===== config.mk =====
export PLATFORM = sky130hd
export DESIGN_NAME = sspi_slave
export DESIGN_NICKNAME = d
export VERILOG_FILES = /design/src/hw/sspi_pkg.sv /design/src/hw/sspi_sync2.sv /design/src/hw/sspi_slave.sv
export VERILOG_INCLUDE_DIRS = /design/src /design/src/hw
export SDC_FILE = /design/constraint.sdc
export NUM_CORES = 1
export LEC_CHECK = 0
export BUFFER_PORTS_ARGS = -buffer_cell sky130_fd_sc_hd__clkbuf_2
export CORE_ASPECT_RATIO = 1.4
export CORE_MARGIN = 2
export CORE_UTILIZATION = 50
export DETAILED_ROUTE_END_ITERATION = 12
export PLACE_DENSITY = 0.63
export SLEW_MARGIN = 15
export SYNTH_ARGS = -nofsm -noshare
export SYNTH_HDL_FRONTEND = slang
export SYNTH_SLANG_ARGS = --single-unit

===== constraint.sdc =====
create_clock -name REF_CLK -period 2.7 [get_ports REF_CLK]
set_input_delay 0.135 -clock REF_CLK [delete_from_list [all_inputs] [get_ports REF_CLK]]
set_output_delay 0.135 -clock REF_CLK [all_outputs]
set_load 0.005 [all_outputs]

===== src/hw/sspi_map.svh =====
// constants for the sensor serial slave port and sync logic
`ifndef SSPI_MAP_SVH
`define SSPI_MAP_SVH
`define SSPI_CLK_MHZ 25
`define SSPI_FRAME_BITS 16
`define SSPI_ADDR_BITS 7
`define SSPI_WADDR_BITS 6
`define SSPI_REG_COUNT 64
`define SSPI_LOWPWR_MIN 8'h0A
`define SSPI_SYNC_TO_READY_US 600
`define SSPI_SYNC_TO_READY_CYC (`SSPI_SYNC_TO_READY_US * `SSPI_CLK_MHZ)
`define SSPI_READY_PULSE_CYC 25
`define SSPI_BURST_CMD 16'h3E00
`define SSPI_PERIOD_ADDR 6'h36
`define SSPI_PERIOD_RESET 8'h01
`define SSPI_GPIO4_MODE_ADDR 6'h32
`define SSPI_GPIO4_MODE_BIT 2
`define SSPI_GPIO4_DIR_BIT 3
`define SSPI_GPIO4_OUT_BIT 7
`endif


===== src/hw/sspi_pkg.sv =====
// types for the sensor serial slave port
package sspi_pkg;
  typedef enum logic [1:0] {
    SSPI_NORMAL,
    SSPI_LOW_POWER,
    SSPI_BURST
  } sspi_mode_t;
  typedef enum logic [1:0] {
    SSPI_IDLE,
    SSPI_WAIT,
    SSPI_PULSE
  } sspi_sync_t;
endpackage


===== src/hw/sspi_sync2.sv =====
// two flip-flop synchroniser for pin inputs
`timescale 1ns/1ns
module sspi_sync2 #(
  parameter int WIDTH = 1
) (
  input wire logic clk,
  input wire logic rst,
  input wire logic [WIDTH-1:0] d,
  output logic [WIDTH-1:0] q
);
  logic [WIDTH-1:0] stage1;
  always_ff @(posedge clk) begin
    if (rst) begin
      stage1 <= '0;
      q <= '0;
    end else begin
      stage1 <= d;
      q <= stage1;
    end
  end
endmodule


===== src/hw/sspi_slave.sv =====
// serial slave port, register store and external sync pacing
`timescale 1ns/1ns
`include "sspi_map.svh"
//
// Operation
// - output bit changes on serial clock falling edge
// - input bit captured on serial clock rising edge while selected
// - data ready asserts 600 us after a sync pulse seen while idle; pulses during the wait are ignored
// - gpio4 acts as general i/o or as sync clock input
// - period setting 0x09 or less is normal, 0x0A or more low power
// - read: address frame, then register contents in next frame
// - msb set: low byte written to six-bit address at frame end
module sspi_slave (
  input wire logic REF_CLK,
  input wire logic RESET,
  input wire logic CS_N,
  input wire logic SCLK,
  input wire logic DIN,
  output logic DOUT,
  input wire logic GPIO4_IN,
  output logic GPIO4_OUT,
  output logic GPIO4_OE,
  output logic GPIO1_DATA_READY,
  input wire logic SAMPLE_LOAD,
  output logic [1:0] MODE,
  output logic [7:0] SAMPLE_PERIOD_SETTING,
  output logic WRITE_STROBE,
  output logic [5:0] WRITE_ADDR,
  output logic [7:0] WRITE_DATA
);
  logic [3:0] pins;
  logic cs_n_s;
  logic sclk_s;
  logic din_s;
  logic gpio4_s;
  logic sclk_d;
  logic cs_n_d;
  logic gpio4_d;
  logic [7:0] regs [0:`SSPI_REG_COUNT-1];
  logic [15:0] shift_in;
  logic [15:0] shift_out;
  logic [4:0] bit_count;
  logic [6:0] read_addr;
  sspi_pkg::sspi_sync_t sync_state;
  logic [15:0] sync_count;
  logic sync_mode;
  logic sclk_rise;
  logic sclk_fall;
  logic cs_fall;
  logic cs_rise;
  logic frame_done;
  logic [15:0] next_frame;
  logic [7:0] period;
  logic [15:0] read_word;

  function automatic logic [15:0] reg_word(input logic [6:0] addr);
    logic [5:0] lo;
    lo = {addr[5:1], 1'b0};
    reg_word = {regs[lo | 6'h01], regs[lo]};
  endfunction

  sspi_sync2 #(
    .WIDTH(4)
  ) u_sync (
    .clk(REF_CLK),
    .rst(RESET),
    .d({~CS_N, ~SCLK, DIN, GPIO4_IN}),
    .q(pins)
  );
  // idle-high pins pass inverted so the cleared synchroniser reads as idle
  assign cs_n_s = ~pins[3];
  assign sclk_s = ~pins[2];
  assign din_s = pins[1];
  assign gpio4_s = pins[0];

  // ----------------------------------------
  // edge detection
  // ----------------------------------------
  always_ff @(posedge REF_CLK) begin
    if (RESET) begin
      sclk_d <= 1'b1;
      cs_n_d <= 1'b1;
      gpio4_d <= 1'b0;
    end else begin
      sclk_d <= sclk_s;
      cs_n_d <= cs_n_s;
      gpio4_d <= gpio4_s;
    end
  end
  assign sclk_rise = !cs_n_s && sclk_s && !sclk_d;
  assign sclk_fall = !cs_n_s && !sclk_s && sclk_d;
  assign cs_fall = !cs_n_s && cs_n_d;
  assign cs_rise = cs_n_s && !cs_n_d;
  assign next_frame = {shift_in[14:0], din_s};
  assign frame_done = sclk_rise && (bit_count == 5'(`SSPI_FRAME_BITS - 1));
  assign period = regs[`SSPI_PERIOD_ADDR];
  always_comb begin
    read_word = reg_word(read_addr);
  end

  // ----------------------------------------
  // mode selection
  // ----------------------------------------
  always_ff @(posedge REF_CLK) begin
    if (RESET) begin
      MODE <= 2'(sspi_pkg::SSPI_NORMAL);
    end else if (read_addr == 7'(`SSPI_BURST_CMD >> 8) && bit_count != 5'h0) begin
      MODE <= 2'(sspi_pkg::SSPI_BURST);
    end else if (period >= `SSPI_LOWPWR_MIN) begin
      MODE <= 2'(sspi_pkg::SSPI_LOW_POWER);
    end else begin
      MODE <= 2'(sspi_pkg::SSPI_NORMAL);
    end
  end
  assign SAMPLE_PERIOD_SETTING = period;

  // ----------------------------------------
  // serial receive
  // ----------------------------------------
  always_ff @(posedge REF_CLK) begin
    if (RESET) begin
      shift_in <= 16'h0000;
      bit_count <= 5'h00;
      read_addr <= 7'h00;
    end else if (cs_fall) begin
      bit_count <= 5'h00;
    end else if (sclk_rise) begin
      shift_in <= next_frame;
      if (frame_done) begin
        bit_count <= 5'h00;
        if (!next_frame[15]) begin
          read_addr <= next_frame[14:8];
        end
      end else begin
        bit_count <= bit_count + 5'h01;
      end
    end
  end

  // ----------------------------------------
  // register store and writes
  // ----------------------------------------
  always_ff @(posedge REF_CLK) begin
    if (RESET) begin
      for (int i = 0; i < `SSPI_REG_COUNT; i++) begin
        regs[i] <= 8'h00;
      end
      regs[`SSPI_PERIOD_ADDR] <= `SSPI_PERIOD_RESET;
      WRITE_STROBE <= 1'b0;
      WRITE_ADDR <= 6'h00;
      WRITE_DATA <= 8'h00;
    end else begin
      WRITE_STROBE <= 1'b0;
      if (frame_done && next_frame[15]) begin
        regs[next_frame[13:8]] <= next_frame[7:0];
        WRITE_STROBE <= 1'b1;
        WRITE_ADDR <= next_frame[13:8];
        WRITE_DATA <= next_frame[7:0];
      end
    end
  end

  // ----------------------------------------
  // serial transmit
  // ----------------------------------------
  always_ff @(posedge REF_CLK) begin
    if (RESET) begin
      shift_out <= 16'h0000;
      DOUT <= 1'b0;
    end else if (cs_fall) begin
      shift_out <= {read_word[14:0], 1'b0};
      DOUT <= read_word[15];
    end else if (frame_done) begin
      shift_out <= {read_word[14:0], 1'b0};
      DOUT <= DOUT;
    end else if (sclk_fall && bit_count != 5'h0) begin
      DOUT <= shift_out[15];
      shift_out <= {shift_out[14:0], 1'b0};
    end else if (sclk_fall) begin
      DOUT <= read_word[15];
      shift_out <= {read_word[14:0], 1'b0};
    end else if (cs_rise) begin
      DOUT <= 1'b0;
    end
  end

  // ----------------------------------------
  // gpio4 and sync pacing
  // ----------------------------------------
  assign sync_mode = regs[`SSPI_GPIO4_MODE_ADDR][`SSPI_GPIO4_MODE_BIT];
  always_ff @(posedge REF_CLK) begin
    if (RESET) begin
      GPIO4_OE <= 1'b0;
      GPIO4_OUT <= 1'b0;
    end else begin
      GPIO4_OE <= !sync_mode && regs[`SSPI_GPIO4_MODE_ADDR][`SSPI_GPIO4_DIR_BIT];
      GPIO4_OUT <= regs[`SSPI_GPIO4_MODE_ADDR][`SSPI_GPIO4_OUT_BIT];
    end
  end

  always_ff @(posedge REF_CLK) begin
    if (RESET) begin
      sync_state <= sspi_pkg::SSPI_IDLE;
      sync_count <= 16'h0000;
      GPIO1_DATA_READY <= 1'b0;
    end else begin
      case (sync_state)
        sspi_pkg::SSPI_IDLE: begin
          GPIO1_DATA_READY <= 1'b0;
          if (sync_mode && gpio4_s && !gpio4_d) begin
            sync_state <= sspi_pkg::SSPI_WAIT;
            sync_count <= 16'h0000;
          end else if (!sync_mode && SAMPLE_LOAD) begin
            sync_state <= sspi_pkg::SSPI_PULSE;
            sync_count <= 16'h0000;
          end
        end
        sspi_pkg::SSPI_WAIT: begin
          if (sync_count == 16'(`SSPI_SYNC_TO_READY_CYC - 1)) begin
            sync_state <= sspi_pkg::SSPI_PULSE;
            sync_count <= 16'h0000;
          end else begin
            sync_count <= sync_count + 16'h0001;
          end
        end
        sspi_pkg::SSPI_PULSE: begin
          GPIO1_DATA_READY <= 1'b1;
          if (sync_count == 16'(`SSPI_READY_PULSE_CYC - 1)) begin
            sync_state <= sspi_pkg::SSPI_IDLE;
          end else begin
            sync_count <= sync_count + 16'h0001;
          end
        end
        default: begin
          sync_state <= sspi_pkg::SSPI_IDLE;
        end
      endcase
    end
  end
endmodule


==> results_dict.tcl <==
set metrics [dict create \
    min_period_over_period 0.984 \
    antenna_found_initial 0 \
    syn_inst 1951 \
    grt_pass1_vias 16600 \
    powerDensity_mw_per_mm2 632 \
    synth_top_area_share 0.560 \
    maxCapViolCount 0 \
    cts_buffers 58 \
    max_stage_delay_ns 0.40 \
    placed_cell_area_mm2 0.0288 \
    post-place-cells 2653 \
    synthesis.nets 1966 \
    areaGrowthSynthToFinish_pct 12.7 \
    ys_types 55 \
    crit_path_top_delay_cell "dfxtp_1" \
    setup.worst_path.end_class "flop" \
    ys_ff_latch 609 \
    fmax_mhz 376 \
    hold_path_class "primary input to flop" \
    cts-root-buf "clkbuf_16" \
    setup-violations-final 0 \
    drt_first_pass_iters 5 \
    combPwrFrac 0.030 \
    route.detailed.drc 0 \
    nNetsFinal 2011 \
    timing.final.crit_period_ns 2.66 \
    cp.arrival_ns 2.97 \
    hpwl_mm 46.0 \
    min_from "SAMPLE_LOAD" \
    via_per_inst 5.75 \
    crit_path_cell_trace "ha_1, and3_1, ha_1, and3_1, buf_4, nand4_1, buf_4, nor2_1, or2_2" \
    clockBufferDepth 3 \
    pwr-share-seq 0.540 \
    drt_wl_total_mm 67.9 \
    worstMarginPinSlew_ns 0.893 \
    hold_viol 0 \
    start_kind "flop" \
    clk_pin_slew_ns 0.06 \
    p_clk_frac 0.430 \
    slew_headroom 0.404 \
    cp.required_ns 3.01 \
    drtIter0Drc 1240 \
    synth_area_leaders "edfxtp_1, and2_1, mux4_2, dfxtp_1, clkbuf_1" \
    syn_area_per_cell_um2 14.1 \
    place_ws_ns 0.00620 \
    die-area_mm2 0.0568 \
    vdd_drop_max_v 0.000547 \
    io_buffers 35 \
    status "complete, no violations" \
    grt_pass1_wl_mm 102 \
    vias 15900 \
    final_area_mm2 0.0309 \
    seq_area_frac_synth 0.631 \
    leakage_nw 10.8 \
    grt_setup_unrepaired "true" \
    h-tree-depth 2 \
    maxSlewViolCount 0 \
    grt_use_total 0.244 \
    clock-sinks 609 \
    post_route_cells_drive_above_1_share 0.235 \
    post_cts_buffers 0 \
    die_y_um 281 \
    crit_start "bit_count[0]" \
    io_pins 36 \
    cp_num_buf_inv 2 \
    fin_worst_skew_ns 0.0304 \
    setup_ws_ns 0.0434 \
    switching_share 0.206 \
    core_area_mm2 0.0542 \
    wl_per_cell_um 24.6 \
    tns_ns 0 \
    yosysTopAreaCell "edfxtp_1" \
    num_antenna_cells 0 \
    r2r-start "bit_count[0]" \
    row_count 101 \
    critPathTopFamily "simple AND/OR/NAND/NOR gates" \
    ant_nets 0 \
    synthArstFlopShare 0 \
    overflow 0 \
    floorplan.initialDensity 0.507 \
    fp.dieW_um 202 \
    p_switching_w 0.00403 \
    synth-edff-count 512 \
    worst-path-max-fanout 9 \
    yosys_warnings 0 \
    finalNonFillerCells 2765 \
    clk_latency_ns 0.63 \
    gp_congestion 0.879 \
    num-fill-cells 4249 \
    p_int_w 0.0155 \
    netlist_area_mm2 0.0275 \
    cts_tree "built" \
    grt_max_degree 67 \
    synth_ff_type "edfxtp_1" \
    setup.worst_path.class "flop to flop" \
]
-- worst reg2reg max path: cells and delay by family (launching register included) --
| family | cells | cell delay [ns] |
|---|---|---|
| and+or+nand+nor | 5 | 1.13 |
| buffers and inverters | 2 | 0.47 |
| DFF | 1 | 0.40 |
| adders and majority gates | 2 | 0.37 |
-- power groups by stage --
stage | Combinational [W] | Clock [W] | Sequential [W]
floorplan | 0.000413 | 0 | 0.0107
global placement | 0.000568 | 0 | 0.0107
detailed placement | 0.000581 | 0 | 0.0108
CTS | 0.000588 | 0.00851 | 0.0106
global route | 0.000630 | 0.00885 | 0.0106
finish | 0.000585 | 0.00841 | 0.0106
-- path summary, 6_finish.rpt --
path,endpoint,slack (ns),cells after the start
max reg2reg,regs[43][6],0.04,9
min reg2reg,u_sync.q[1],0.44,1
min,sync_state[1],0.11,5
max,regs[43][6],0.04,9
-- routing by layer --
layer	track usage	share of wire	wire (um)	up-vias
met5	0	0	0	-
met1	0.284	0.38	25700	8023
met4	0.123	0.053	3570	0
met2	0.442	0.52	35600	466
li1	-	-	-	7237
met3	0.0321	0.045	3090	170
-- cells in the final DEF (no fill, tap or decap), drive strengths merged, types with 8 or more instances in the layout --
master  instances
mux4          129
ha              8
dfxtp          97
or3            16
nor3           14
edfxtp        512
nand2          76
o22ai          14
inv            14
buf            88
clkbuf        112
xnor2           8
o311ai         11
nand3          14
a211oi         13
nand3b         11
clkinv         17
or2            65
a221o          16
mux2i          28
and2          512
nor2b          19
a21oi          35
a221oi         15
nor2          102
o22a           11
-- sequential cells by signal, indices dropped and copies added, names as in the netlist, 2 cells and up, named ones only --
name / cells
MODE: 2
WRITE_ADDR: 6
WRITE_DATA: 8
bit_count: 5
read_addr: 7
regs: 512
shift_in: 15
shift_out: 15
sync_count: 16
sync_state: 2
u_sync.q: 4
u_sync.stage1: 4
-- Yosys cell counts (all sizes together), types with 3 or more instances --
| cell | count |
|---|---|
| nand3b | 11 |
| o311ai | 11 |
| ha | 8 |
| nor3b | 4 |
| nand4 | 7 |
| or3 | 16 |
| inv | 12 |
| buf | 29 |
| a221o | 16 |
| xnor2 | 8 |
| o22ai | 14 |
| xor2 | 7 |
| clkbuf | 112 |
| nor4 | 3 |
| a21oi | 35 |
| o211ai | 4 |
| nand3 | 14 |
| nand2 | 76 |
| and3 | 5 |
| a221oi | 15 |
| mux4 | 129 |
| o21ai | 5 |
| a211oi | 13 |
| nor2 | 102 |
| o22a | 11 |
| nand2b | 5 |
| nor2b | 19 |
| mux2i | 28 |
| dfxtp | 97 |
| a22o | 3 |
| nor3 | 14 |
| or3b | 3 |
| a2111oi | 4 |
| and2 | 512 |
| or2 | 65 |
| nand4b | 7 |
| edfxtp | 512 |
-- area by class of cell --
type	instances	area (um2)	area share
multi-input combinational	1189	9660	0.312
sequential	609	17300	0.560
inverter	12	45.0	0.00146
clock inverter	30	333	0.0108
clock buffer	78	1620	0.0524
timing repair buffer	126	1050	0.0338
tap	721	902	0.0292
-- kinds of logic (layout without fill, tap and decap cells) --
kind of cell	Yosys count	in the layout	share of synthesized area
xor gates and xnor gates	15	15	0.00478
and+or+nand+nor	870	870	0.185
adders and majority gates	8	8	0.00365
DFF	609	609	0.631
muxes	157	157	0.116
buffers and inverters	153	246	0.0228
AOI/OAI and AO/OA	139	139	0.0374
-- per-stage QoR --
| stage | util | hold WS, ns | power (W) |
|---|---|---|---|
| final | 0.571 | 0.111 | 0.0195 |
| after global routing | 0.571 | 0.162 | 0.0201 |
| after CTS | 0.568 | 0.0848 | 0.0197 |
| after detailed placement | 0.531 | 0.294 | 0.0113 |
| after global placement | 0.531 | 0.286 | 0.0113 |
| after floorplan | - | 0.202 | 0.0111 |
-- what timing repair did --
item | CTS | global route
resized for setup | 1 | 52
hold endpoints to repair | 4 | 0
hold buffers | 4 | 0
cloned | 0 | 0
setup endpoints to repair | 8 | 392
Note: power is estimated with default switching activity, not from simulation.
